**src/cxc_pkg.sv**
```systemverilog
package cxc_pkg;
    // ==========================================================
    // register byte offsets
    localparam logic [7:0] CXC_OFF_IDENT   = 8'h00; // identifier, read only
    localparam logic [7:0] CXC_OFF_IRQEN   = 8'h04; // internal irq enable mask
    localparam logic [7:0] CXC_OFF_EXCCTL  = 8'h08; // exception control
    localparam logic [7:0] CXC_OFF_FAULT   = 8'h0c; // faulting_address_holder
    localparam logic [7:0] CXC_OFF_BUILD   = 8'h10; // build options, read only
    localparam logic [7:0] CXC_OFF_MPU     = 8'h14; // protection sizing, read only
    localparam logic [7:0] CXC_OFF_STATUS  = 8'h18; // live status, read only

    // ==========================================================
    // exception control field layout
    localparam int CXC_EXC_REASON_LSB = 2;   // exception_reason_code position
    localparam int CXC_EXC_REASON_W   = 5;   // exception_reason_code width
    localparam int CXC_EXC_VALID_BIT  = 31;  // sticky: an exception was taken
    localparam int CXC_EXC_CHECK_BIT  = 0;   // software check enable

    // ==========================================================
    // reset values
    localparam logic [31:0] CXC_RST_IRQEN  = 32'h0000_0000;
    localparam logic [31:0] CXC_RST_EXCCTL = 32'h0000_0001; // checks on
    localparam logic [31:0] CXC_RST_FAULT  = 32'h0000_0000;

    // ==========================================================
    // exception reason codes
    localparam logic [4:0] CXC_RSN_NONE    = 5'h00;
    localparam logic [4:0] CXC_RSN_ILLEGAL = 5'h05;
    localparam logic [4:0] CXC_RSN_MISDATA = 5'h07;
    localparam logic [4:0] CXC_RSN_MISDEST = 5'h08;
    localparam logic [4:0] CXC_RSN_DIVERR  = 5'h09;

    // ==========================================================
    // divide corner values
    localparam logic [31:0] CXC_MOST_NEG  = 32'h8000_0000;
    localparam logic [31:0] CXC_MINUS_ONE = 32'hffff_ffff;

    // ==========================================================
    // access widths and the primary opcode that defers to opx
    typedef enum logic [1:0] {CXC_W_BYTE, CXC_W_HALF, CXC_W_WORD, CXC_W_NONE} cxc_width_t;
    localparam logic [5:0] CXC_OP_RTYPE = 6'h3a;

    // ==========================================================
    // processor-only reset states
    typedef enum logic [1:0] {CXC_RS_RUN, CXC_RS_HOLD, CXC_RS_RELEASE} cxc_rst_t;
endpackage : cxc_pkg

```
**src/cxc_core_exc.sv**
```systemverilog
// Our own choices: the address map and register access over APB.
`timescale 1ns/10ps
`default_nettype none

module cxc_core_exc #(
    parameter logic [31:0] IDENT_VALUE       = 32'h0000_0000, // arbitrary value
    parameter bit          HAS_ILLEGAL_CHK   = 1'b1,
    parameter bit          HAS_HW_DIVIDE     = 1'b1,
    parameter bit          HAS_DIV_CHK       = 1'b1,
    parameter bit          HAS_MISALIGN_CHK  = 1'b1,
    parameter bit          HAS_EXTRA_INFO    = 1'b1,
    parameter bit          HAS_MMU           = 1'b0,
    parameter bit          HAS_MPU           = 1'b0,
    parameter bit          HAS_RESET_REQ     = 1'b1,
    parameter bit          USE_EXT_IRQ       = 1'b0,
    parameter int          SHADOW_SETS       = 0,
    parameter int          PROC_ID_BITS      = 10,
    parameter int          TLB_ENTRIES       = 128,
    parameter int          TLB_WAYS          = 16,
    parameter int          UDTLB_ENTRIES     = 6,
    parameter int          UITLB_ENTRIES     = 4,
    parameter int          MPU_DATA_REGIONS  = 8,
    parameter int          MPU_INST_REGIONS  = 8,
    parameter int          MPU_DATA_MIN_LOG2 = 12,
    parameter int          MPU_INST_MIN_LOG2 = 12,
    parameter bit          MPU_USE_LIMIT     = 1'b0,
    parameter logic [63:0] LEGAL_OP_MASK     = 64'hffff_ffff_ffff_ffff,
    parameter logic [63:0] LEGAL_OPX_MASK    = 64'hffff_ffff_ffff_ffff
) (
    input  wire logic              pclk,
    input  wire logic              presetn,
    // apb slave
    input  wire logic              psel,
    input  wire logic              penable,
    input  wire logic              pwrite,
    input  wire logic [7:0]        paddr,
    input  wire logic [31:0]       pwdata,
    output logic      [31:0]       prdata,
    output logic                   pready,
    output logic                   pslverr,
    // processor-only reset pair
    input  wire logic              cpu_reset_req,
    output logic                   cpu_reset_taken,
    output logic                   core_hold,
    // instruction under check
    input  wire logic              ins_valid,
    input  wire logic [31:0]       ins_pc,
    input  wire logic [5:0]        ins_op,
    input  wire logic [5:0]        ins_opx,
    input  wire logic              ins_is_break,
    input  wire logic              ins_is_div,
    input  wire logic              ins_div_signed,
    input  wire logic [31:0]       div_dividend,
    input  wire logic [31:0]       div_divisor,
    input  wire cxc_pkg::cxc_width_t ls_width,
    input  wire logic [31:0]       ls_addr,
    input  wire logic              ins_is_jump,
    input  wire logic [31:0]       jump_target,
    // verdict to the pipeline
    output logic                   exc_take,
    output logic [4:0]             exc_reason,
    output logic                   wb_suppress,
    // interrupts
    input  wire logic [31:0]       irq_lines,
    input  wire logic              external_irq_controller_port_req,
    input  wire logic [5:0]        external_irq_controller_port_level,
    output logic                   irq_take,
    output logic [5:0]             irq_level
);

    // ==========================================================
    // build-time sizing, clamped to legal ranges
    function automatic int clamp(input int v, input int lo, input int hi);
        clamp = (v < lo) ? lo : ((v > hi) ? hi : v);
    endfunction : clamp

    localparam int SETS_C  = clamp(SHADOW_SETS, 0, 63);
    localparam int DREG_C  = clamp(MPU_DATA_REGIONS, 2, 32);
    localparam int IREG_C  = clamp(MPU_INST_REGIONS, 2, 32);
    localparam int DMIN_C  = clamp(MPU_DATA_MIN_LOG2, 6, 20);
    localparam int IMIN_C  = clamp(MPU_INST_MIN_LOG2, 6, 20);
    localparam bit PROT    = HAS_MMU | HAS_MPU;
    localparam bit ILL_ON  = HAS_ILLEGAL_CHK | PROT;
    localparam bit DIV_ON  = HAS_HW_DIVIDE & HAS_DIV_CHK;
    localparam bit MIS_ON  = HAS_MISALIGN_CHK | PROT;
    localparam bit INFO_ON = HAS_EXTRA_INFO | PROT;

    // ==========================================================
    // register state
    logic [31:0]      irqen_ff;     // internal irq enable mask
    logic [31:0]      nxt_irqen;
    logic             check_ff;     // software check enable
    logic             nxt_check;
    logic             excv_ff;      // sticky exception seen
    logic             nxt_excv;
    logic [4:0]       reason_ff;    // exception_reason_code
    logic [4:0]       nxt_reason;
    logic [31:0]      fault_ff;     // faulting_address_holder
    logic [31:0]      nxt_fault;
    logic             rq_s1_ff;     // reset request synchroniser
    logic             rq_s2_ff;
    cxc_pkg::cxc_rst_t rst_st_ff;   // processor-only reset state
    cxc_pkg::cxc_rst_t nxt_rst_st;

    // ==========================================================
    // apb decode
    wire        apb_wr     = psel & penable & pwrite;
    wire        hit_ident  = (paddr == cxc_pkg::CXC_OFF_IDENT);
    wire        hit_irqen  = (paddr == cxc_pkg::CXC_OFF_IRQEN);
    wire        hit_excctl = (paddr == cxc_pkg::CXC_OFF_EXCCTL);
    wire        hit_fault  = (paddr == cxc_pkg::CXC_OFF_FAULT);
    wire        hit_build  = (paddr == cxc_pkg::CXC_OFF_BUILD);
    wire        hit_mpu    = (paddr == cxc_pkg::CXC_OFF_MPU);
    wire        hit_status = (paddr == cxc_pkg::CXC_OFF_STATUS);
    wire        hit_any    = hit_ident | hit_irqen | hit_excctl | hit_fault |
                             hit_build | hit_mpu | hit_status;
    wire        wr_irqen   = apb_wr & hit_irqen;
    wire        wr_excctl  = apb_wr & hit_excctl;

    // ==========================================================
    // check enables: software gate on top of build options
    wire        gate    = check_ff & ~core_hold;
    wire        ill_en  = ILL_ON & gate;
    wire        div_en  = DIV_ON & gate;
    wire        mis_en  = MIS_ON & gate;

    // ==========================================================
    // illegal encoding: rtype defers to the extension field
    wire        op_legal  = LEGAL_OP_MASK[ins_op];
    wire        opx_legal = LEGAL_OPX_MASK[ins_opx];
    wire        is_rtype  = (ins_op == cxc_pkg::CXC_OP_RTYPE);
    wire        enc_bad   = is_rtype ? ~opx_legal : ~op_legal;
    wire        ill_hit   = ill_en & ins_valid & enc_bad;

    // ==========================================================
    // division errors: zero divisor or signed overflow
    wire        div_zero  = (div_divisor == 32'h0000_0000);
    wire        div_ovf   = ins_div_signed &
                            (div_dividend == cxc_pkg::CXC_MOST_NEG) &
                            (div_divisor == cxc_pkg::CXC_MINUS_ONE);
    wire        div_hit   = div_en & ins_valid & ins_is_div &
                            (div_zero | div_ovf);

    // ==========================================================
    // misaligned data: byte always aligned
    wire        half_bad  = (ls_width == cxc_pkg::CXC_W_HALF) & ls_addr[0];
    wire        word_bad  = (ls_width == cxc_pkg::CXC_W_WORD) & (ls_addr[1:0] != 2'b00);
    wire        mdat_hit  = mis_en & ins_valid & (half_bad | word_bad);

    // ==========================================================
    // misaligned jump destination
    wire        mdst_hit  = mis_en & ins_valid & ins_is_jump &
                            (jump_target[1:0] != 2'b00);

    // ==========================================================
    // priority: illegal, divide, data, destination
    wire        any_hit   = ill_hit | div_hit | mdat_hit | mdst_hit;
    wire [4:0]  hit_rsn   = ill_hit  ? cxc_pkg::CXC_RSN_ILLEGAL :
                            div_hit  ? cxc_pkg::CXC_RSN_DIVERR  :
                            mdat_hit ? cxc_pkg::CXC_RSN_MISDATA :
                                       cxc_pkg::CXC_RSN_MISDEST;
    wire        has_addr  = ~ill_hit & ~div_hit;
    wire [31:0] hit_addr  = mdat_hit ? ls_addr : jump_target;

    // verdict to pipeline, combinational so it kills in the same cycle
    assign exc_take    = any_hit;
    assign exc_reason  = hit_rsn;
    assign wb_suppress = any_hit;

    // ==========================================================
    // exception control next state; hardware set beats software clear
    always_comb begin
        nxt_check  = check_ff;
        nxt_excv   = excv_ff;
        nxt_reason = reason_ff;
        if (wr_excctl) begin
            nxt_check = pwdata[cxc_pkg::CXC_EXC_CHECK_BIT];
            if (pwdata[cxc_pkg::CXC_EXC_VALID_BIT]) begin
                nxt_excv = 1'b0;                    // write one clears
            end
        end
        if (any_hit & ~ins_is_break & INFO_ON) begin
            nxt_excv   = 1'b1;
            nxt_reason = hit_rsn;
        end
    end

    // faulting address only for misalignment types
    always_comb begin
        nxt_fault = fault_ff;
        if (apb_wr & hit_fault) begin
            nxt_fault = pwdata;                     // software may preset
        end
        if (any_hit & has_addr) begin
            nxt_fault = hit_addr;
        end
    end

    // irq enable mask written by software
    assign nxt_irqen = wr_irqen ? pwdata : irqen_ff;

    // ==========================================================
    // exception registers
    always_ff @(posedge pclk or negedge presetn) begin
        if (!presetn) begin
            check_ff  <= cxc_pkg::CXC_RST_EXCCTL[cxc_pkg::CXC_EXC_CHECK_BIT];
            excv_ff   <= 1'b0;
            reason_ff <= cxc_pkg::CXC_RSN_NONE;
            fault_ff  <= cxc_pkg::CXC_RST_FAULT;
            irqen_ff  <= cxc_pkg::CXC_RST_IRQEN;
        end else begin
            check_ff  <= nxt_check;
            excv_ff   <= nxt_excv;
            reason_ff <= nxt_reason;
            fault_ff  <= nxt_fault;
            irqen_ff  <= nxt_irqen;
        end
    end

    // ==========================================================
    // processor-only reset: request synchronised, core held while asserted
    always_ff @(posedge pclk or negedge presetn) begin
        if (!presetn) begin
            rq_s1_ff <= 1'b0;
            rq_s2_ff <= 1'b0;
        end else begin
            rq_s1_ff <= cpu_reset_req & HAS_RESET_REQ;
            rq_s2_ff <= rq_s1_ff;
        end
    end

    // hold while requested, release one cycle after the request drops
    always_comb begin
        nxt_rst_st = rst_st_ff;
        unique case (rst_st_ff)
            cxc_pkg::CXC_RS_RUN: begin
                if (rq_s2_ff) nxt_rst_st = cxc_pkg::CXC_RS_HOLD;
            end
            cxc_pkg::CXC_RS_HOLD: begin
                if (!rq_s2_ff) nxt_rst_st = cxc_pkg::CXC_RS_RELEASE;
            end
            cxc_pkg::CXC_RS_RELEASE: begin
                nxt_rst_st = rq_s2_ff ? cxc_pkg::CXC_RS_HOLD : cxc_pkg::CXC_RS_RUN;
            end
            default: nxt_rst_st = cxc_pkg::CXC_RS_RUN;
        endcase
    end

    // reset state register
    always_ff @(posedge pclk or negedge presetn) begin
        if (!presetn) begin
            rst_st_ff <= cxc_pkg::CXC_RS_RUN;
        end else begin
            rst_st_ff <= nxt_rst_st;
        end
    end

    // taken lasts the HOLD state only; core_hold also covers RELEASE
    assign cpu_reset_taken = (rst_st_ff == cxc_pkg::CXC_RS_HOLD);
    assign core_hold       = (rst_st_ff != cxc_pkg::CXC_RS_RUN);

    // ==========================================================
    // interrupt scheme: exactly one is built
    logic [5:0] int_lvl;   // highest enabled internal line
    logic       int_req;
    always_comb begin
        int_lvl = 6'h00;
        int_req = 1'b0;
        for (int i = 0; i < 32; i++) begin
            if (irq_lines[i] & irqen_ff[i]) begin
                int_lvl = 6'(i);
                int_req = 1'b1;
            end
        end
    end

    generate
        if (USE_EXT_IRQ) begin : g_ext
            assign irq_take  = external_irq_controller_port_req & ~core_hold;
            assign irq_level = external_irq_controller_port_level;
        end else begin : g_int
            assign irq_take  = int_req & ~core_hold;
            assign irq_level = int_lvl;
        end
    endgenerate

    // ==========================================================
    // read-only views of build configuration, exception control and status
    wire [31:0] build_word = {
        2'b00,
        6'(SETS_C),
        5'(PROC_ID_BITS),
        8'(TLB_ENTRIES >> 2),
        5'(TLB_WAYS),
        3'(UDTLB_ENTRIES >> 1),
        3'(UITLB_ENTRIES >> 1)
    };
    wire [31:0] mpu_word = {
        5'b00000,
        MPU_USE_LIMIT,
        PROT, USE_EXT_IRQ, HAS_MPU, HAS_MMU,
        6'(DREG_C), 6'(IREG_C),
        5'(DMIN_C), 5'(IMIN_C)
    };
    wire [31:0] exc_word   = {excv_ff, 24'h00_0000, reason_ff, 1'b0, check_ff};
    wire [31:0] stat_word  = {27'h000_0000, cpu_reset_taken, core_hold,
                              DIV_ON, MIS_ON, ILL_ON};

    // ==========================================================
    // apb read mux, zero-wait answer, error on unmapped
    assign prdata  = hit_ident  ? IDENT_VALUE :
                     hit_irqen  ? irqen_ff    :
                     hit_excctl ? exc_word    :
                     hit_fault  ? fault_ff    :
                     hit_build  ? build_word  :
                     hit_mpu    ? mpu_word    :
                     hit_status ? stat_word   : 32'h0000_0000;
    assign pready  = 1'b1;
    assign pslverr = psel & penable & ~hit_any;

endmodule : cxc_core_exc

`default_nettype wire

```
**config.mk**
```make
export PLATFORM = sky130hd
export DESIGN_NAME = cxc_core_exc
export DESIGN_NICKNAME = d
export VERILOG_FILES = /design/src/cxc_pkg.sv /design/src/cxc_core_exc.sv
export SDC_FILE = /design/constraint.sdc
export NUM_CORES = 1
export LEC_CHECK = 0
export BUFFER_PORTS_ARGS = -buffer_cell sky130_fd_sc_hd__buf_2
export CAP_MARGIN = 30
export CORE_AREA = 2 2 120 122
export CTS_BUF_LIST = sky130_fd_sc_hd__clkbuf_4 sky130_fd_sc_hd__clkbuf_8 sky130_fd_sc_hd__clkbuf_16
export CTS_CLUSTER_DIAMETER = 150
export DETAILED_ROUTE_END_ITERATION = 16
export DIE_AREA = 0 0 122 124
export GPL_TIMING_DRIVEN = 0
export PLACE_DENSITY_LB_ADDON = 0.3
export SKIP_LAST_GASP = 1
export SYNTH_ARGS = -nofsm -noshare
export SYNTH_HDL_FRONTEND = slang
export SYNTH_SLANG_ARGS = --single-unit
```
**constraint.sdc**
```tcl
create_clock -name pclk -period 3.9 [get_ports pclk]
set_clock_uncertainty 0.2 [all_clocks]
set_input_delay 0.78 -clock pclk [delete_from_list [all_inputs] [get_ports pclk]]
set_output_delay 0.78 -clock pclk [all_outputs]
set_load 0.005 [all_outputs]
```
==> impl_metrics.ini <==
[synthesis]
synth_seq_cells = 73
syn_area_per_cell_um2 = 9.70
synth-compound-area-share = 0.123
synth-simple-area-share = 0.195
synthTopCellsByCount = 96 x mux2i_1, 72 x dfrtp_1, 63 x nand2_1
synth_area_um2 = 5040
seq_area_frac_synth = 0.363
synth_top_family_by_area = multiplexers
yosysTopAreaCellShare = 0.358
ys.flop_type = dfrtp_1
synthMostInstantiatedCell = mux2i_1
yosys.area_share.xor_xnor = 0
synthAdderAreaFrac = 0
synth_warnings = 0
netlist_instances = 519
synth.largest_area_cell = dfrtp_1
synth_enable_flop_cells = 0
ys_top_cells_by_area = dfrtp_1 36%, mux2i_1 19%, mux2_2 7.8%
synth_cell_types = 56
synthMuxAreaShare = 0.272
synthArstFlopShare = 1.00

[placed_design]
port_buffers = 258
dp.cells = 959
place_ws_ns = -0.480
gp_congestion = 0.846
dp.final_hpwl_um = 14300

[grt]
grtUsageTotal = 0.240
antenna_found_initial = 2
grt_pass1_wl_um = 27300
grt_overflow_total = 0
grt_pass1_vias = 5322
grt_max_degree = 51

[die]
die_h_um = 124
ios = 314
die_w_um = 122
placementRows = 43
initial_core_util = 0.367
core_um2 = 13700
die-area_um2 = 15100

[final_layout]
fin_cells = 977
syn2layout_area_growth_pct = 37.5
drive_gt1_frac = 0.433
utilization = 0.505
fin_nets = 1055

[drt]
wl_um = 18000
drt-vias-per-instance = 5.34
first_pass_iters = 4
drcViolationCount = 0
drt-initial-drc-count = 281
vias = 5222
detail-route-antenna-nets = 0
wl_per_cell_um = 18.4

[sta]
holdWs_ns = 0.148
clock.fmax_mhz = 263
finalSetupTns_ns = 0
slew_viol_final = 0
relSlewSlack = 0.402
period_share = 0.975
setup_viol = 0
hold_viol_final = 0
worst-slew-pin-transition_ns = 0.897
rsz0062_at_grt = no
worst_slack_ns = 0.0985
fin_crit_ns = 3.80

[worst_setup_path]
path_class = in -> out
cp-end-kind = output port
crit_path_max_incr_delay_ns = 0.56
startpoint_type = input port
path_max_fanout = 10
cp.required_ns = 2.92
cpMostUsedCell = buf_2
path_delay_family = simple AND/OR/NAND/NOR gates
worstPathArrival_ns = 2.82
slowest_stage = or4_4
rrSetupSlack_ns = 0.87
crit_chain = buf_2, or4_4, or3_1, buf_6, nor2_4, buf_4, a22o_1, buf_2
crit_buf_inv = 4

[worst_hold_path]
hp-class = in -> async

[clocking]
clock-sinks = 73
clkSlewWorstSetupHoldPaths_ns = 0.06
cts_max_level = 3
root_buffer = clkbuf_16
clk_latency_ns = 0.33
cts_tree = built
max-clock-path-buffers = 2
cts_buffers = 9

[power]
peakVddDrop_mv = 0.196
p_leak_nw = 3.81
powerDensity_nw_per_um2 = 283

[status]
status = finished, final reports clean

[flow_run]
max_cap_violations = 0
-- report_power, final --
part	switching (mW)	leakage, nW	internal, mW
combinational	0.145	2.66	0.142
clock	0.322	0.155	0.554
sequential	0.0165	0.998	0.784
total	0.484	3.81	1.48
-- per-stage QoR --
step	area, um2	power [mW]
2_1_floorplan	5040	0.908
3_3_place_gp	6560	1.09
3_5_place_dp	6590	1.10
4_1_cts	6920	1.99
5_1_grt	6920	2.05
6_report	6930	1.96
-- sequential cells by signal (all words and copies together) (netlist names) --
register   flops
rq_s2_ff       1
excv_ff        1
fault_ff      32
check_ff       1
reason_ff      3
rst_st_ff      2
rq_s1_ff       1
irqen_ff      32
-- metal layers --
metal,vias to the layer above,track usage,wire [um]
met5,-,0,0
met4,0,0.0848,432
met3,26,0.0513,1460
met2,223,0.425,8740
met1,2469,0.287,7390
li1,2504,-,-
-- cell usage in the layout, fill, tap and decap left out, drive strengths merged, types with 16 or more instances in the layout --
cell type,Yosys,routed
nor4,23,23
buf,21,281
mux2,36,36
a22o,19,19
dfrtp,72,72
nand2,63,63
o21ai,19,19
nand4,16,16
nor2,26,26
mux2i,96,96
nand3,17,17
a21oi,17,17
clkbuf,8,17
-- logic make-up after synthesis --
logic type             after synthesis
multiplexers                       132
AND/OR/NAND/NOR                    187
AO/OA/AOI/OAI                       89
other                                2
flip-flops                          73
buffers and inverters               36
-- worst paths after layout --
kind,cells after the start,end,start
setup / recovery,8,prdata[30],paddr[7]
hold / removal,1,irqen_ff[3],presetn
setup reg to reg,8,fault_ff[6],check_ff
hold reg to reg,0,rq_s2_ff,rq_s1_ff
max in group asynchronous,2,fault_ff[27],presetn
min in group pclk,0,rq_s2_ff,rq_s1_ff
-- area by class of cell --
class	count	area [um2]
antenna	2	5.00
buffer	29	204
clock buffer	9	225
clock inverter	6	83.8
fill	1361	6790
inverter	7	26.3
multi-input combinational	411	3000
sequential	73	1830
tap	180	225
timing repair buffer	260	1330
-- timing repair --
action	in CTS	in global routing
gates resized for setup	5	0
endpoints found under the setup margin	18	0
setup buffers	1	0
hold buffers	0	0
No activity file was read; power rests on OpenSTA's default activity.
